### src/design/pmx_pkg.sv
// Contract
// - Porta bit3 GPIO, or memory chip select low
// - Porta bit4 GPIO, or FIFO write strobe
// - Porta bit5 GPIO, or FIFO read strobe
// - Porta bit6 GPIO by default, else uart_a output
// - Uart_a output only in mode 0, else 1
// - Porta bit7 GPIO by default, else uart_b output
// - Uart_b output only mode 0; modes 1-3 drive 1
// - Portb bit0 GPIO, or timer 2 count input
// - Timer 2 ignores pin unless counter select set
// - Portb bit1 GPIO, or timer 2 external input
// - Portb bit2 GPIO, or uart_b receive input
// - Portb bit3 GPIO, or uart_b transmit line
// - Portb bit4 GPIO, or rising-edge interrupt four
// - Portb bit5 GPIO, or falling-edge interrupt five
// - Portb bit6 GPIO, or rising-edge interrupt six
package pmx_pkg;

  // ----------------------------------------------------------------
  // Register offsets
  // ----------------------------------------------------------------
  localparam logic [7:0] OFF_A_SEL     = 8'h00;
  localparam logic [7:0] OFF_A_SEL_ALT = 8'h04;
  localparam logic [7:0] OFF_B_SEL     = 8'h08;
  localparam logic [7:0] OFF_B_SEL_ALT = 8'h0C;
  localparam logic [7:0] OFF_A_OUT     = 8'h10;
  localparam logic [7:0] OFF_A_OE      = 8'h14;
  localparam logic [7:0] OFF_A_IN      = 8'h18;
  localparam logic [7:0] OFF_B_OUT     = 8'h1C;
  localparam logic [7:0] OFF_B_OE      = 8'h20;
  localparam logic [7:0] OFF_B_IN      = 8'h24;

  // ----------------------------------------------------------------
  // Field positions and reset values
  // ----------------------------------------------------------------
  localparam int A_LO          = 3;
  localparam int A_HI          = 7;
  localparam int B_LO          = 0;
  localparam int B_HI          = 6;
  localparam int A_CS          = 3;
  localparam int A_FWR         = 4;
  localparam int A_FRD         = 5;
  localparam int A_RXA         = 6;
  localparam int A_RXB         = 7;
  localparam int B_T2          = 0;
  localparam int B_TIMER2_EXT_IN        = 1;
  localparam int B_RXB         = 2;
  localparam int B_TXB         = 3;
  localparam int B_IRQ4        = 4;
  localparam int B_IRQ5        = 5;
  localparam int B_IRQ6        = 6;
  localparam logic [7:0] SEL_RST   = 8'h00;
  localparam logic [7:0] GPIO_RST  = 8'h00;
  localparam logic [1:0] UART_MODE_SYNC = 2'h0;
  localparam logic       PAD_OUT_RST    = 1'b1;

  // ----------------------------------------------------------------
  // Carriers
  // ----------------------------------------------------------------
  typedef struct packed {
    logic       ext_mem_cs_n;
    logic       fifo_write_strobe_n;
    logic       fifo_read_strobe_n;
    logic       uart_a_rx_output;
    logic [1:0] uart_a_mode;
    logic       uart_b_rx_output;
    logic [1:0] uart_b_mode;
    logic       uart_b_tx_out;
    logic       timer2_counter_select;
  } pmx_core_out_t;

  typedef struct packed {
    logic timer2_count_in;
    logic timer2_ext_in;
    logic uart_b_rx_in;
    logic irq_four_rise;
    logic irq_five_fall_n;
    logic irq_six_rise;
  } pmx_core_in_t;

  localparam pmx_core_in_t CORE_IN_RST = '{
    timer2_count_in: 1'b0, timer2_ext_in: 1'b0, uart_b_rx_in: 1'b1,
    irq_four_rise: 1'b0, irq_five_fall_n: 1'b1, irq_six_rise: 1'b0};

endpackage

### src/design/pmx_pin_cell.sv
`timescale 1ns/1ps
module pmx_pin_cell #(
  parameter logic OUT_RST = 1'b1
) (
  // Clock and reset
  input  wire logic pclk,
  input  wire logic presetn,
  // Pad
  input  wire logic pad_in,
  output logic      pad_out,
  output logic      pad_oe,
  // Function sources
  input  wire logic gpio_out,
  input  wire logic gpio_oe,
  input  wire logic alt_sel,
  input  wire logic alt_out,
  input  wire logic alt_oe,
  // Synchronised pad level
  output logic      pin_level
);

  logic sync_a;
  logic next_pad_out;
  logic next_pad_oe;

  // ----------------------------------------------------------------
  // Output selection
  // ----------------------------------------------------------------
  always_comb begin
    next_pad_out = alt_sel ? alt_out : gpio_out;
    next_pad_oe  = alt_sel ? alt_oe  : gpio_oe;
  end

  // Output enable low at reset so the pad floats as an input
  always_ff @(posedge pclk or negedge presetn) begin
    if (!presetn) begin
      pad_out   <= OUT_RST;
      pad_oe    <= 1'b0;
      sync_a    <= 1'b0;
      pin_level <= 1'b0;
    end else begin
      pad_out   <= next_pad_out;
      pad_oe    <= next_pad_oe;
      sync_a    <= pad_in;
      pin_level <= sync_a;
    end
  end

endmodule // pmx_pin_cell

### src/design/pmx_mux.sv
// Implementation choices: the register addresses and the APB interface to the registers.
`timescale 1ns/1ps
module pmx_mux (
  // Clock and reset
  input  wire logic                   pclk,
  input  wire logic                   presetn,
  // APB slave
  input  wire logic                   psel,
  input  wire logic                   penable,
  input  wire logic                   pwrite,
  input  wire logic [7:0]             paddr,
  input  wire logic [31:0]            pwdata,
  output logic      [31:0]            prdata,
  output logic                        pready,
  output logic                        pslverr,
  // Port A pads, bits 3 to 7
  input  wire logic [7:3]             porta_in,
  output logic      [7:3]             porta_out,
  output logic      [7:3]             porta_oe,
  // Port B pads, bits 0 to 6
  input  wire logic [6:0]             portb_in,
  output logic      [6:0]             portb_out,
  output logic      [6:0]             portb_oe,
  // Processor side
  input  wire pmx_pkg::pmx_core_out_t core_out,
  output pmx_pkg::pmx_core_in_t       core_in
);

  logic [7:3] sel_a;
  logic [6:0] sel_b;
  logic [7:3] gpio_a_out;
  logic [7:3] gpio_a_oe;
  logic [6:0] gpio_b_out;
  logic [6:0] gpio_b_oe;
  logic [7:3] next_sel_a;
  logic [6:0] next_sel_b;
  logic [7:3] next_gpio_a_out;
  logic [7:3] next_gpio_a_oe;
  logic [6:0] next_gpio_b_out;
  logic [6:0] next_gpio_b_oe;
  logic [31:0] next_prdata;
  logic        next_pready;
  logic        next_pslverr;
  logic        addr_hit;
  logic        wr_en;
  logic [7:3]  alt_a_out;
  logic [7:3]  alt_a_oe;
  logic [6:0]  alt_b_out;
  logic [6:0]  alt_b_oe;
  logic [7:3]  a_level;
  logic [6:0]  b_level;
  logic [6:0]  b_prev;
  pmx_pkg::pmx_core_in_t next_core_in;

  // ----------------------------------------------------------------
  // APB slave
  // ----------------------------------------------------------------
  // One wait state keeps pready and prdata straight from flops
  always_comb begin
    addr_hit = 1'b1;
    next_prdata = 32'h0000_0000;
    unique case (paddr)
      pmx_pkg::OFF_A_SEL:
        next_prdata[pmx_pkg::A_CS] = sel_a[pmx_pkg::A_CS];
      pmx_pkg::OFF_A_SEL_ALT:
        next_prdata[7:4] = sel_a[7:4];
      pmx_pkg::OFF_B_SEL:
        next_prdata[6:1] = sel_b[6:1];
      pmx_pkg::OFF_B_SEL_ALT:
        next_prdata[pmx_pkg::B_T2] = sel_b[pmx_pkg::B_T2];
      pmx_pkg::OFF_A_OUT: next_prdata[7:3] = gpio_a_out;
      pmx_pkg::OFF_A_OE:  next_prdata[7:3] = gpio_a_oe;
      pmx_pkg::OFF_A_IN:  next_prdata[7:3] = a_level;
      pmx_pkg::OFF_B_OUT: next_prdata[6:0] = gpio_b_out;
      pmx_pkg::OFF_B_OE:  next_prdata[6:0] = gpio_b_oe;
      pmx_pkg::OFF_B_IN:  next_prdata[6:0] = b_level;
      default:            addr_hit = 1'b0;
    endcase
    next_pready  = psel & penable & ~pready;
    next_pslverr = psel & penable & ~pready & ~addr_hit;
    if (!next_pready) begin
      next_prdata = prdata;
    end
    wr_en = psel & penable & pready & pwrite & addr_hit;
  end

  always_comb begin
    next_sel_a      = sel_a;
    next_sel_b      = sel_b;
    next_gpio_a_out = gpio_a_out;
    next_gpio_a_oe  = gpio_a_oe;
    next_gpio_b_out = gpio_b_out;
    next_gpio_b_oe  = gpio_b_oe;
    if (wr_en) begin
      unique case (paddr)
        pmx_pkg::OFF_A_SEL:
          next_sel_a[pmx_pkg::A_CS] = pwdata[pmx_pkg::A_CS];
        pmx_pkg::OFF_A_SEL_ALT: next_sel_a[7:4] = pwdata[7:4];
        pmx_pkg::OFF_B_SEL:     next_sel_b[6:1] = pwdata[6:1];
        pmx_pkg::OFF_B_SEL_ALT:
          next_sel_b[pmx_pkg::B_T2] = pwdata[pmx_pkg::B_T2];
        pmx_pkg::OFF_A_OUT: next_gpio_a_out = pwdata[7:3];
        pmx_pkg::OFF_A_OE:  next_gpio_a_oe  = pwdata[7:3];
        pmx_pkg::OFF_B_OUT: next_gpio_b_out = pwdata[6:0];
        pmx_pkg::OFF_B_OE:  next_gpio_b_oe  = pwdata[6:0];
        default: ;
      endcase
    end
  end

  // Selections clear at reset, every pin an input
  always_ff @(posedge pclk or negedge presetn) begin
    if (!presetn) begin
      sel_a      <= pmx_pkg::SEL_RST[7:3];
      sel_b      <= pmx_pkg::SEL_RST[6:0];
      gpio_a_out <= pmx_pkg::GPIO_RST[7:3];
      gpio_a_oe  <= pmx_pkg::GPIO_RST[7:3];
      gpio_b_out <= pmx_pkg::GPIO_RST[6:0];
      gpio_b_oe  <= pmx_pkg::GPIO_RST[6:0];
      prdata     <= 32'h0000_0000;
      pready     <= 1'b0;
      pslverr    <= 1'b0;
    end else begin
      sel_a      <= next_sel_a;
      sel_b      <= next_sel_b;
      gpio_a_out <= next_gpio_a_out;
      gpio_a_oe  <= next_gpio_a_oe;
      gpio_b_out <= next_gpio_b_out;
      gpio_b_oe  <= next_gpio_b_oe;
      prdata     <= next_prdata;
      pready     <= next_pready;
      pslverr    <= next_pslverr;
    end
  end

  // ----------------------------------------------------------------
  // Alternate function sources
  // ----------------------------------------------------------------
  always_comb begin
    alt_a_out = '1;
    alt_a_oe  = '1;
    alt_b_out = '1;
    alt_b_oe  = '0;
    alt_a_out[pmx_pkg::A_CS]  = core_out.ext_mem_cs_n;
    alt_a_out[pmx_pkg::A_FWR] = core_out.fifo_write_strobe_n;
    alt_a_out[pmx_pkg::A_FRD] = core_out.fifo_read_strobe_n;
    // Async modes park the line high so it looks idle
    if (core_out.uart_a_mode == pmx_pkg::UART_MODE_SYNC) begin
      alt_a_out[pmx_pkg::A_RXA] = core_out.uart_a_rx_output;
    end
    if (core_out.uart_b_mode == pmx_pkg::UART_MODE_SYNC) begin
      alt_a_out[pmx_pkg::A_RXB] = core_out.uart_b_rx_output;
    end
    alt_b_out[pmx_pkg::B_TXB] = core_out.uart_b_tx_out;
    alt_b_oe[pmx_pkg::B_TXB]  = 1'b1;
  end

  // ----------------------------------------------------------------
  // Pad cells
  // ----------------------------------------------------------------
  for (genvar i = pmx_pkg::A_LO; i <= pmx_pkg::A_HI; i++) begin : g_pa
    pmx_pin_cell #(.OUT_RST(pmx_pkg::PAD_OUT_RST)) u_cell (
      .pclk      (pclk),
      .presetn   (presetn),
      .pad_in    (porta_in[i]),
      .pad_out   (porta_out[i]),
      .pad_oe    (porta_oe[i]),
      .gpio_out  (gpio_a_out[i]),
      .gpio_oe   (gpio_a_oe[i]),
      .alt_sel   (sel_a[i]),
      .alt_out   (alt_a_out[i]),
      .alt_oe    (alt_a_oe[i]),
      .pin_level (a_level[i])
    );
  end

  for (genvar j = pmx_pkg::B_LO; j <= pmx_pkg::B_HI; j++) begin : g_pb
    pmx_pin_cell #(.OUT_RST(pmx_pkg::PAD_OUT_RST)) u_cell (
      .pclk      (pclk),
      .presetn   (presetn),
      .pad_in    (portb_in[j]),
      .pad_out   (portb_out[j]),
      .pad_oe    (portb_oe[j]),
      .gpio_out  (gpio_b_out[j]),
      .gpio_oe   (gpio_b_oe[j]),
      .alt_sel   (sel_b[j]),
      .alt_out   (alt_b_out[j]),
      .alt_oe    (alt_b_oe[j]),
      .pin_level (b_level[j])
    );
  end

  // ----------------------------------------------------------------
  // Inputs towards the processor
  // ----------------------------------------------------------------
  // Deselected inputs rest at their idle level
  always_comb begin
    next_core_in = pmx_pkg::CORE_IN_RST;
    if (sel_b[pmx_pkg::B_T2] && core_out.timer2_counter_select) begin
      next_core_in.timer2_count_in = b_level[pmx_pkg::B_T2];
    end
    if (sel_b[pmx_pkg::B_TIMER2_EXT_IN]) begin
      next_core_in.timer2_ext_in = b_level[pmx_pkg::B_TIMER2_EXT_IN];
    end
    if (sel_b[pmx_pkg::B_RXB]) begin
      next_core_in.uart_b_rx_in = b_level[pmx_pkg::B_RXB];
    end
    next_core_in.irq_four_rise = sel_b[pmx_pkg::B_IRQ4]
      & b_level[pmx_pkg::B_IRQ4] & ~b_prev[pmx_pkg::B_IRQ4];
    next_core_in.irq_five_fall_n = ~(sel_b[pmx_pkg::B_IRQ5]
      & ~b_level[pmx_pkg::B_IRQ5] & b_prev[pmx_pkg::B_IRQ5]);
    next_core_in.irq_six_rise = sel_b[pmx_pkg::B_IRQ6]
      & b_level[pmx_pkg::B_IRQ6] & ~b_prev[pmx_pkg::B_IRQ6];
  end

  // History tracks even while deselected, so selecting gives no false edge
  always_ff @(posedge pclk or negedge presetn) begin
    if (!presetn) begin
      core_in <= pmx_pkg::CORE_IN_RST;
      b_prev  <= pmx_pkg::GPIO_RST[6:0];
    end else begin
      core_in <= next_core_in;
      b_prev  <= b_level;
    end
  end
endmodule // pmx_mux

### config.mk
export PLATFORM = sky130hd
export DESIGN_NAME = pmx_mux
export DESIGN_NICKNAME = d
export VERILOG_FILES = /design/src/design/pmx_pkg.sv /design/src/design/pmx_pin_cell.sv /design/src/design/pmx_mux.sv
export SDC_FILE = /design/constraint.sdc
export NUM_CORES = 1
export LEC_CHECK = 0
export BUFFER_PORTS_ARGS = -buffer_cell sky130_fd_sc_hd__clkbuf_2
export CAP_MARGIN = 40
export CORE_MARGIN = 1.5
export CORE_UTILIZATION = 30
export CTS_CLUSTER_DIAMETER = 100
export DETAILED_ROUTE_END_ITERATION = 8
export PLACE_DENSITY = 0.59
export REMOVE_ABC_BUFFERS = 1
export SLEW_MARGIN = 20
export SYNTH_ARGS = -nofsm -noshare
export SYNTH_HDL_FRONTEND = slang
export SYNTH_SLANG_ARGS = --single-unit
### constraint.sdc
create_clock -name pclk -period 2 [get_ports pclk]
set_input_delay 0.2 -clock pclk [delete_from_list [all_inputs] [get_ports pclk]]
set_output_delay 0.2 -clock pclk [all_outputs]
set_load 0.1 [all_outputs]
-- Yosys cells after proc, flatten, opt, wreduce, memory -nomap -nowiden
Index checks and enable logic that the tools add are counted.
- equality and inequality tests: 9
- bitwise gates (word level): 18
- mux-type cells: 35
- reduce and logical (&&, ||, !) cells: 13
- operators by type and width (operator ; count):
    equality test 8 x 5 -> 1 bit (second input constant) ; 4
    2-to-1 mux 1 bit ; 30
    case mux 3 bit (8 select lines) ; 1
    equality test 8 x 4 -> 1 bit (second input constant) ; 2
    equality test 8 x 6 -> 1 bit (second input constant) ; 2
    AND reduction 2 bit ; 8
    bitwise AND 1 bit ; 12
    OR reduction 10 bit ; 1
    equality test 8 x 3 -> 1 bit (second input constant) ; 1
    logical NOT 8 bit ; 1
    case mux 1 bit (4 select lines) ; 2
    case mux 1 bit (8 select lines) ; 1
    case mux 2 bit (4 select lines) ; 1
    inverter 1 bit ; 6
    logical NOT 2 bit ; 2
    logical AND 1 bit ; 1
- bits of input ports: 68
- output and inout port bits: 64
- flip-flop bits (word level): 107
- word-level logic and storage cells: 141

-- Depth between registers and ports, before layout
Gate-level depths: netlist of the first run.
- word-level depth: 5
- mapped depth: 6
- mapped depth without buffers: 4

-- Hierarchy
A second synthesis of the first run with hierarchy kept.
- cell total of the unflattened synthesis: 323
- area, all modules: 4369.2 um^2
- by module, submodules not included (module ; area each (um^2) ; cells each ; sequential area each (um^2) ; times used):
    pmx_mux ; 2882.8 ; 251 ; 1378.8 ; 1
    pmx_pin_cell ; 123.9 ; 6 ; 101.3 ; 12

-- Least setup slack after synthesis of the first run
Ideal clock, no wire load.
- path type: register to register
- from: register pready
- to: register gpio_b_oe[0]
- arrival time: 2.163 ns
- stages on the path, launching flop included: 5
- setup time: 0.125 ns
- path buffers: 0
- clock period less this slack: 2.288 ns
- data required time: 1.875 ns
- slack: -0.288 ns
- cell sequence: dfrtp_1 and4_1 nand3_2 nor3_4 mux2_2
- word-level cells in the longest chain between the ends: 4
- ends and longest elaborated chain (element ; RTL line ; RTL):
    start, declared ; pmx_mux.sv:14 ; output logic pready,
    start signal, assigned ; pmx_mux.sv:131 ; pready <= next_pready;
    bitwise AND 1 bit (3 in a row) ; pmx_mux.sv:84 ; wr_en = psel & penable & pready & pwrite & addr_hit;
    AND reduction 2 bit (no line) ; -- ;
    end signal, assigned ; pmx_mux.sv:119 ; gpio_b_oe <= pmx_pkg::GPIO_RST[6:0];
    end signal, assigned ; pmx_mux.sv:129 ; gpio_b_oe <= next_gpio_b_oe;
    end, declared ; pmx_mux.sv:34 ; logic [6:0] gpio_b_oe;
Every way passes these cells.
A chain may end at the register's enable or synchronous reset.

-- Worst setup path in the final report of the first run
- from: register pready
- to: register gpio_a_oe[7] in the netlist's numbering
- word-level cells in the longest chain between the ends: 4
- ends and longest elaborated chain (element ; RTL line ; RTL):
    bitwise AND 1 bit (3 in a row) ; pmx_mux.sv:84 ;
    AND reduction 2 bit (no line) ; -- ;
    end signal, assigned ; pmx_mux.sv:117 ; gpio_a_oe <= pmx_pkg::GPIO_RST[7:3];
    end signal, assigned ; pmx_mux.sv:127 ; gpio_a_oe <= next_gpio_a_oe;
    end, declared ; pmx_mux.sv:32 ; logic [7:3] gpio_a_oe;
Every way passes these cells.

==> impl_metrics.ini, run 1 <==
[outcome]
outcome = completed

[sta]
worst_slew_pin_slew_ps = 578
fin_skew_ps = 4.84
finalCritPeriodShare_pct = 90.8
rsz0062_at_grt = false
slew-limit-headroom_pct = 61.5
setup_violations = 0
slew_violations = 0
hold_ws_ps = 88.2
hold_viol = 0
final.min_clock_period_ps = 1820
max_freq_ghz = 0.551

[die]
initial_core_util_pct = 30.7
core_area_um2 = 14500
die_w_um = 125
ios = 132
die_height_um = 125
rows = 44
die_area_um2 = 15600

[routing]
vias = 2853
antenna_left = 0
wl_per_cell_um = 15.6
initialDrtViolationCount = 126
drc = 0
first_pass_iters = 4
wirelength_mm = 9.91
via_per_inst = 4.50

[yosys]
syn_area_per_cell_um2 = 13.2
postSynthCellCount = 338
seq_area_frac_synth_pct = 58.2
ys.flop_type = dfrtp_1
synth-seq-cells = 103
syn-cell-area_um2 = 4460
synth_edf_count = 0
synthArstFlopShare_pct = 100
yosysWarnings = 0
ys_types = 52

[clocking]
cts.clk_slew.worst_paths_ps = 70
cts_root_buf = clkbuf_16
cts.path.max_buffers = 2
cts_buffers = 9
cts_resized = 0
cts_tree = done
worstSkewPairLatency_ps = 350
cts_setup_buffers = 0
cts_sinks = 103
cts_hold_buf = 13
cts_max_level = 3

[setup_path]
startpoint_type = register
cp_max_fo = 4
required_ps = 2240
path_delay_family = simple AND/OR/NAND/NOR gates
worst-path-buf-inv = 1
crit_path_end_kind = register
reg2reg_slack_ps = 180
max_stage_delay_ps = 350
r2r_cells = 5
crit_slowest_cell = dfrtp_1
reg2reg_from = pready
crit_chain = and4_1 -> nand3_2 -> nor3_4 -> buf_4 -> mux2_2
crit_type = reg2reg
worstReg2RegEnd = gpio_a_oe[7]
arrival_ps = 2050

[global_route]
grt_first_pass_wirelength_mm = 15.6
grt_pass1_vias = 2868
antenna_found_initial = 0
grt_overflow = 0
grt_usage_pct = 13.1
grt_max_degree = 104

[hold_path]
hold_class = in2reg
min_path_cells = 2
hold_end = g_pa[5].u_cell.pad_out
worstHoldStart = core_out[8]

[pwr]
vdd_drop_max_v = 0.000426
powerDensity_nw_per_um2 = 817
p_leak_nw = 2.76

[placed_design]
postPlaceCellArea_um2 = 5050
place_congestion = 0.840
place_hpwl_mm = 7.28
port_buffers = 83
dp.cells = 605

[job]
drv_cap = 0

[final_layout]
fin_nets = 513
area_growth_pct = 23.4
regArea_um2 = 2590
fillerInstances = 1421
drive_above_1_share_pct = 47.6
final_cell_mix = dfrtp_1, clkbuf_2, mux2_2
multi_input_area_um2 = 1540
diodes = 0
final_common_cell = dfrtp_1
fin_area_um2 = 5500
final_cell_count_no_fill = 634
[where the power goes]
| part | switching (mW) | internal (mW) | leakage, nW |
|---|---|---|---|
| registers | 0.0128 | 2.12 | 1.32 |
| logic | 0.372 | 0.103 | 1.28 |
| clock network | 0.760 | 1.13 | 0.156 |
[layer usage]
metal | vias to the layer above | routed length [um] | track usage, %
li1 | 1343 | - | -
met1 | 1408 | 4730 | 17.9
met5 | - | 0 | 0
met4 | 0 | 178 | 5.41
met2 | 89 | 4500 | 19.9
met3 | 13 | 504 | 3.48
[cell usage after synthesis (all sizes together), types with 3 or more instances]
master | count | share of area (%)
dfstp | 14 | 8.2
a21oi | 4 | 0.45
nor2 | 12 | 1.1
dfrtp | 89 | 50
o2bb2ai | 3 | 0.59
nand2 | 13 | 1.1
a221oi | 5 | 0.98
o21ai | 6 | 0.67
mux2i | 8 | 1.8
or2 | 13 | 1.8
nor4b | 4 | 1.1
or4b | 3 | 0.67
nor3 | 16 | 3.2
a22oi | 5 | 0.84
a22o | 3 | 0.59
nor2b | 8 | 1.1
mux2 | 42 | 11
buf | 55 | 9.1
[worst register-to-register path, delay by kind of cell, from the launching register on]
kind | cells | cell delay (ps)
and+or+nand+nor | 3 | 840
muxes | 1 | 330
DFF | 1 | 350
buffers and inverters | 1 | 180
[cells by family (layout without fill, tap and decap cells)]
family / after synthesis / in the layout / synth area share [%]
flops: 103 / 103 / 58.2
simple gates: 88 / 88 / 13.3
buf+inv: 58 / 147 / 9.32
mux: 51 / 51 / 12.9
compound gates: 37 / 37 / 6.17
other cells: 1 / 24 / 0.0841
[flip-flops by register name (all words and copies together) (netlist names), 6 cells and up]
name and cells:
g_pb.u_cell.sync_a 7, g_pb.u_cell.pad_out 7, gpio_b_oe 7, prdata 8
g_pb.u_cell.pad_oe 7, core_in 6, sel_b 7, g_pb.u_cell.pin_level 7
gpio_b_out 7
[worst max path at each step]
stage / startpoint / to / slack (ps) / cells after the start
6_report: pready / gpio_a_oe[7] / 180 / 5
5_1_grt: pready / gpio_b_oe[4] / 80 / 5
4_1_cts: pready / gpio_b_oe[1] / 180 / 5
3_5_place_dp: paddr[3] / sel_a[5] / 20 / 4
3_3_place_gp: paddr[3] / gpio_b_oe[1] / 20 / 7
2_1_floorplan: pready / gpio_b_oe[0] / -290 / 4
[metrics by stage]
stage	setup slack [ps]	setup TNS, ps	util (%)	total power, mW
2_1_floorplan	-288	-8550	-	2.45
3_3_place_gp	18.9	0	34.7	2.62
3_5_place_dp	24.0	0	34.7	2.63
4_1_cts	182	0	37.9	4.57
5_1_grt	84.3	0	37.9	4.68
6_report	184	0	37.9	4.49
[final cells by class]
class	count	area share (%)
Clock buffer	11	4.41
Inverter	1	0.0682
Clock inverter	5	1.48
Sequential cell	103	47.1
Timing Repair Buffer	130	14.8
Tap cell	184	4.18
Multi-Input combinational cell	200	27.9
Power figures use the tool's default switching activity.
==> run 2: changes to the inputs <==
- REMOVE_ABC_BUFFERS: 1 -> unset
==> run 2 against run 1 <==
  * Wire length increased by 3.0%
  * Register-to-register slack got worse by 90 ps
  * Worst setup slack got worse by 88 ps
  * Die area unchanged
  * Fmax decreased by 4.6%
  * Utilization about the same
  * Sequential power about the same
  * Clock-buffer cell count decreased by 1
  * First-iteration DRC count decreased by 17%
  * Cell count decreased by 0.16%
  * Global-route usage increased by 0.55 points
  * Power increased by 0.50%
==> impl_metrics.ini, run 2 (synthesized netlist as in run 1, its figures left out) <==
[sta]
finalCritPeriodShare_pct = 95.2
rsz0062_at_grt = false
setup_violations = 0
fin_skew_ps = 7.26
hold_viol = 0
worst_slew_pin_slew_ps = 741
final.min_clock_period_ps = 1900
max_freq_ghz = 0.525
slew-limit-headroom_pct = 50.2
slew_violations = 0

[clocking]
cts_max_level = 3
cts_setup_buffers = 0
cts.clk_slew.worst_paths_ps = 70
worstSkewPairLatency_ps = 350
cts_sinks = 103
cts_root_buf = clkbuf_16
cts_hold_buf = 13
cts.path.max_buffers = 2
cts_tree = done
cts_buffers = 9
cts_resized = 0

[final_layout]
final_cell_mix = dfrtp_1, clkbuf_2, mux2_2
diodes = 0
area_growth_pct = 23.5
final_common_cell = dfrtp_1
largest_register_ffs = 8
drive_above_1_share_pct = 47.9
fin_nets = 512
final_cell_count_no_fill = 633
largest-register = prdata

[die]
initial_core_util_pct = 30.7
die_height_um = 125
rows = 44
die_area_um2 = 15600
die_w_um = 125
core_area_um2 = 14500
ios = 132

[routing]
vias = 2873
first_pass_iters = 4
met2_length_mm = 4.79
antenna_left = 0
wl_met1_mm = 4.63
via_per_inst = 4.54
wirelength_mm = 10.2
met3WireLength_um = 646
top_layer_used = met4
initialDrtViolationCount = 105
wl_per_cell_um = 16.1
drc = 0

[global_route]
antenna_found_initial = 0
grt_pass1_vias = 2908
grt_usage_pct = 13.7
grt_max_degree = 71
grt_first_pass_wirelength_mm = 16.3
grt_overflow = 0

[setup_path]
reg2reg_slack_ps = 100
startpoint_type = register
r2r_cells = 5
critPathLaunch = pready
required_ps = 2230
crit_type = reg2reg
worstReg2RegEnd = gpio_b_oe[1]
arrival_ps = 2140
crit_path_end_kind = register
cp_max_fo = 4
reg2reg_from = pready

[placed_design]
port_buffers = 83
place_congestion = 0.841
dp.cells = 604
place_hpwl_mm = 7.70

[pwr]
powerDensity_nw_per_um2 = 820
p_leak_nw = 2.76
finalPower_mw = 4.52
vdd_drop_max_v = 0.000409

[hold_path]
worstHoldStart = core_out[10]
min_path_cells = 2
hold_class = in2reg
hold_end = g_pa[3].u_cell.pad_out

[outcome]
outcome = completed

[job]
drv_cap = 0
## run 2: worst max-delay path by stage
| stage | to | slack [ps] | depth (start not counted) |
|---|---|---|---|
| final | gpio_b_oe[1] | 100 | 5 |
| after global routing | gpio_b_oe[1] | 40 | 5 |
| after CTS | gpio_b_oe[1] | 90 | 5 |
| after detailed placement | gpio_b_oe[2] | -40 | 7 |
| after global placement | gpio_b_oe[1] | -3 | 7 |
| after floorplan | gpio_b_oe[0] | 90 | 4 |
## run 2: power breakdown
part | switching [mW] | internal [mW]
logic | 0.374 | 0.102
clock network | 0.772 | 1.14
registers | 0.0122 | 2.12
## run 2: stage by stage
step	setup TNS (ps)	hold WS (ps)	setup WS [ps]	util [%]	area, um2
2_1_floorplan	0	-95.6	94.2	-	4550
3_3_place_gp	-5.03	8.06	-2.92	34.7	5050
3_5_place_dp	-224	7.90	-43.2	34.7	5050
4_1_cts	0	72.4	87.3	37.9	5510
5_1_grt	0	82.5	40.3	37.9	5510
6_report	0	86.8	95.4	37.9	5510
## run 2: layout make-up
type	instances	area, um2
fill	1435	9030
sequential	103	2600
multi-input combinational	200	1540
timing repair buffer	129	808
clock buffer	10	239
tap	184	230
clock inverter	6	91.3
inverter	1	3.75
## run 2: critical path: stages (launching register included)
cell and delay (ps):
dfrtp_4 410, and4_1 280, nand3_2 250, nor3_4 340
buf_4 190, mux2_2 320
## run 2: metal layers
| layer | vias to the layer above | track usage [%] |
|---|---|---|
| li1 | 1339 | - |
| met5 | - | 0 |
| met3 | 8 | 5.37 |
| met1 | 1431 | 17.9 |
| met4 | 0 | 3.88 |
| met2 | 95 | 21.1 |
==> run 3: changes to the inputs <==
- PLACE_DENSITY: 0.59 -> 0.49
==> run 3 against run 2 <==
  * Critical path depth increased by 1
  * Sequential share of layout area decreased by 0.57 points
  * Via count decreased by 0.49%
  * Die area unchanged
  * Worst setup slack improved by 140 ps
  * Wire length increased by 1.0%
  * Worst hold slack got worse by 2.1 ps
  * Clock skew increased by 2.7 ps
  * Flip-flop and latch count unchanged
==> impl_metrics.ini, run 3 (synthesized netlist as in run 1, its figures left out) <==
[final_layout]
final_common_cell = dfrtp_1
drive_above_1_share_pct = 48.8
largest_register_ffs = 8
final_cell_mix = dfrtp_1, clkbuf_2, buf_4
fin_nets = 524
area_growth_pct = 25.0
largest-register = prdata
diodes = 0
final_cell_count_no_fill = 645

[die]
die_area_um2 = 15600
rows = 44
die_w_um = 125
die_height_um = 125
initial_core_util_pct = 30.7
core_area_um2 = 14500
ios = 132

[pwr]
p_clk_share_pct = 40.8
pwr-share-comb_pct = 11.0
intPower_mw = 3.32
p_leak_nw = 2.81
powerDensity_nw_per_um2 = 793
p_sw_mw = 1.10
vdd_drop_max_v = 0.000480
netSwitchingFraction_pct = 25.0
seq_power_share_pct = 48.2

[routing]
initialDrtViolationCount = 122
via_per_inst = 4.43
first_pass_iters = 4
wl_per_cell_um = 16.0
vias = 2859
drc = 0
wirelength_mm = 10.3
antenna_left = 0

[clocking]
cts_resized = 0
cts_sinks = 103
cts.clk_slew.worst_paths_ps = 70
cts_tree = done
cts_hold_buf = 13
cts_setup_buffers = 0
cts_max_level = 3
worstSkewPairLatency_ps = 350
cts_root_buf = clkbuf_16
cts.path.max_buffers = 2
cts_buffers = 9

[hold_path]
hold_class = in2reg

[placed_design]
port_buffers = 83
dp.cells = 616
place_hpwl_mm = 7.96
place_congestion = 0.854

[setup_path]
cp_max_fo = 3
required_ps = 2230
crit_path_end_kind = register
startpoint_type = register
arrival_ps = 1990
crit_type = reg2reg

[sta]
finalCritPeriodShare_pct = 88.2
rsz0062_at_grt = false
slew_violations = 0
fin_skew_ps = 9.96
slew-limit-headroom_pct = 57.7
setup_tns_ps = 0
setup_violations = 0
max_freq_ghz = 0.567
hold_viol = 0
worst_slew_pin_slew_ps = 629
final.min_clock_period_ps = 1760

[global_route]
grt_overflow = 0
grt_max_degree = 43
grt_usage_pct = 13.9
antenna_found_initial = 0
grt_first_pass_wirelength_mm = 16.4
grt_pass1_vias = 2975

[job]
drv_cap = 0

[outcome]
outcome = completed
## run 3: cell count changes in the layout (fill, tap and decap cells not counted), sizes merged
cell	previous run	this run
buf	34	46
inv	3	1
clkbuf	92	93
clkinv	2	3
## run 3: layer usage
metal  routed length (um)  GRT usage [%]  vias up
met5                    0              0        -
met4                  154           5.01        0
met3                  519           3.52       10
met2                 4790           22.0       80
met1                 4850           18.4     1396
li1                     -              -     1373
## run 3: final cells by class
type,instances,area [um2]
tap,184,230
inverter,1,3.75
multi-input combinational,200,1540
clock buffer,11,233
timing repair buffer,141,898
fill,1439,8960
clock inverter,5,75.1
sequential,103,2600
## run 3: critical path, stage by stage (launching register included)
cell and delay, ps:
dfrtp_4 410, and4_1 260, nand3_2 100, buf_4 170
nor3_4 210, buf_4 170, mux2_2 330
## run 3: final timing paths
path	from	endpoint	slack [ps]	cells past startpoint
setup / recovery	pready	gpio_a_out[7]	240	6
max in group asynchronous	presetn	core_in[3]	900	3
hold reg to reg	g_pa[4].u_cell.sync_a	g_pa[4].u_cell.pin_level	350	0
setup reg to reg	pready	gpio_a_out[7]	240	6
min in group asynchronous	presetn	gpio_b_out[6]	350	2
hold / removal	core_out[8]	g_pa[5].u_cell.pad_out	80	2
## run 3: per-stage QoR
stage	utilization (%)	instance area [um2]	total power [mW]	hold WS, ps	setup slack [ps]
after floorplan	-	4550	2.51	-95.6	94.2
after global placement	35.3	5140	2.64	208	30.4
after detailed placement	35.3	5140	2.64	215	32.5
after CTS	38.4	5570	4.49	76.5	193
after global routing	38.4	5570	4.60	73.5	146
final	38.4	5570	4.42	84.6	235
## run 3: power by group through the flow
stage	Sequential, mW	Clock [mW]	Combinational (mW)
final	2.13	1.81	0.485
after global routing	2.13	1.95	0.516
after CTS	2.13	1.87	0.490
after detailed placement	2.17	0	0.470
after global placement	2.17	0	0.467
after floorplan	2.20	0	0.308
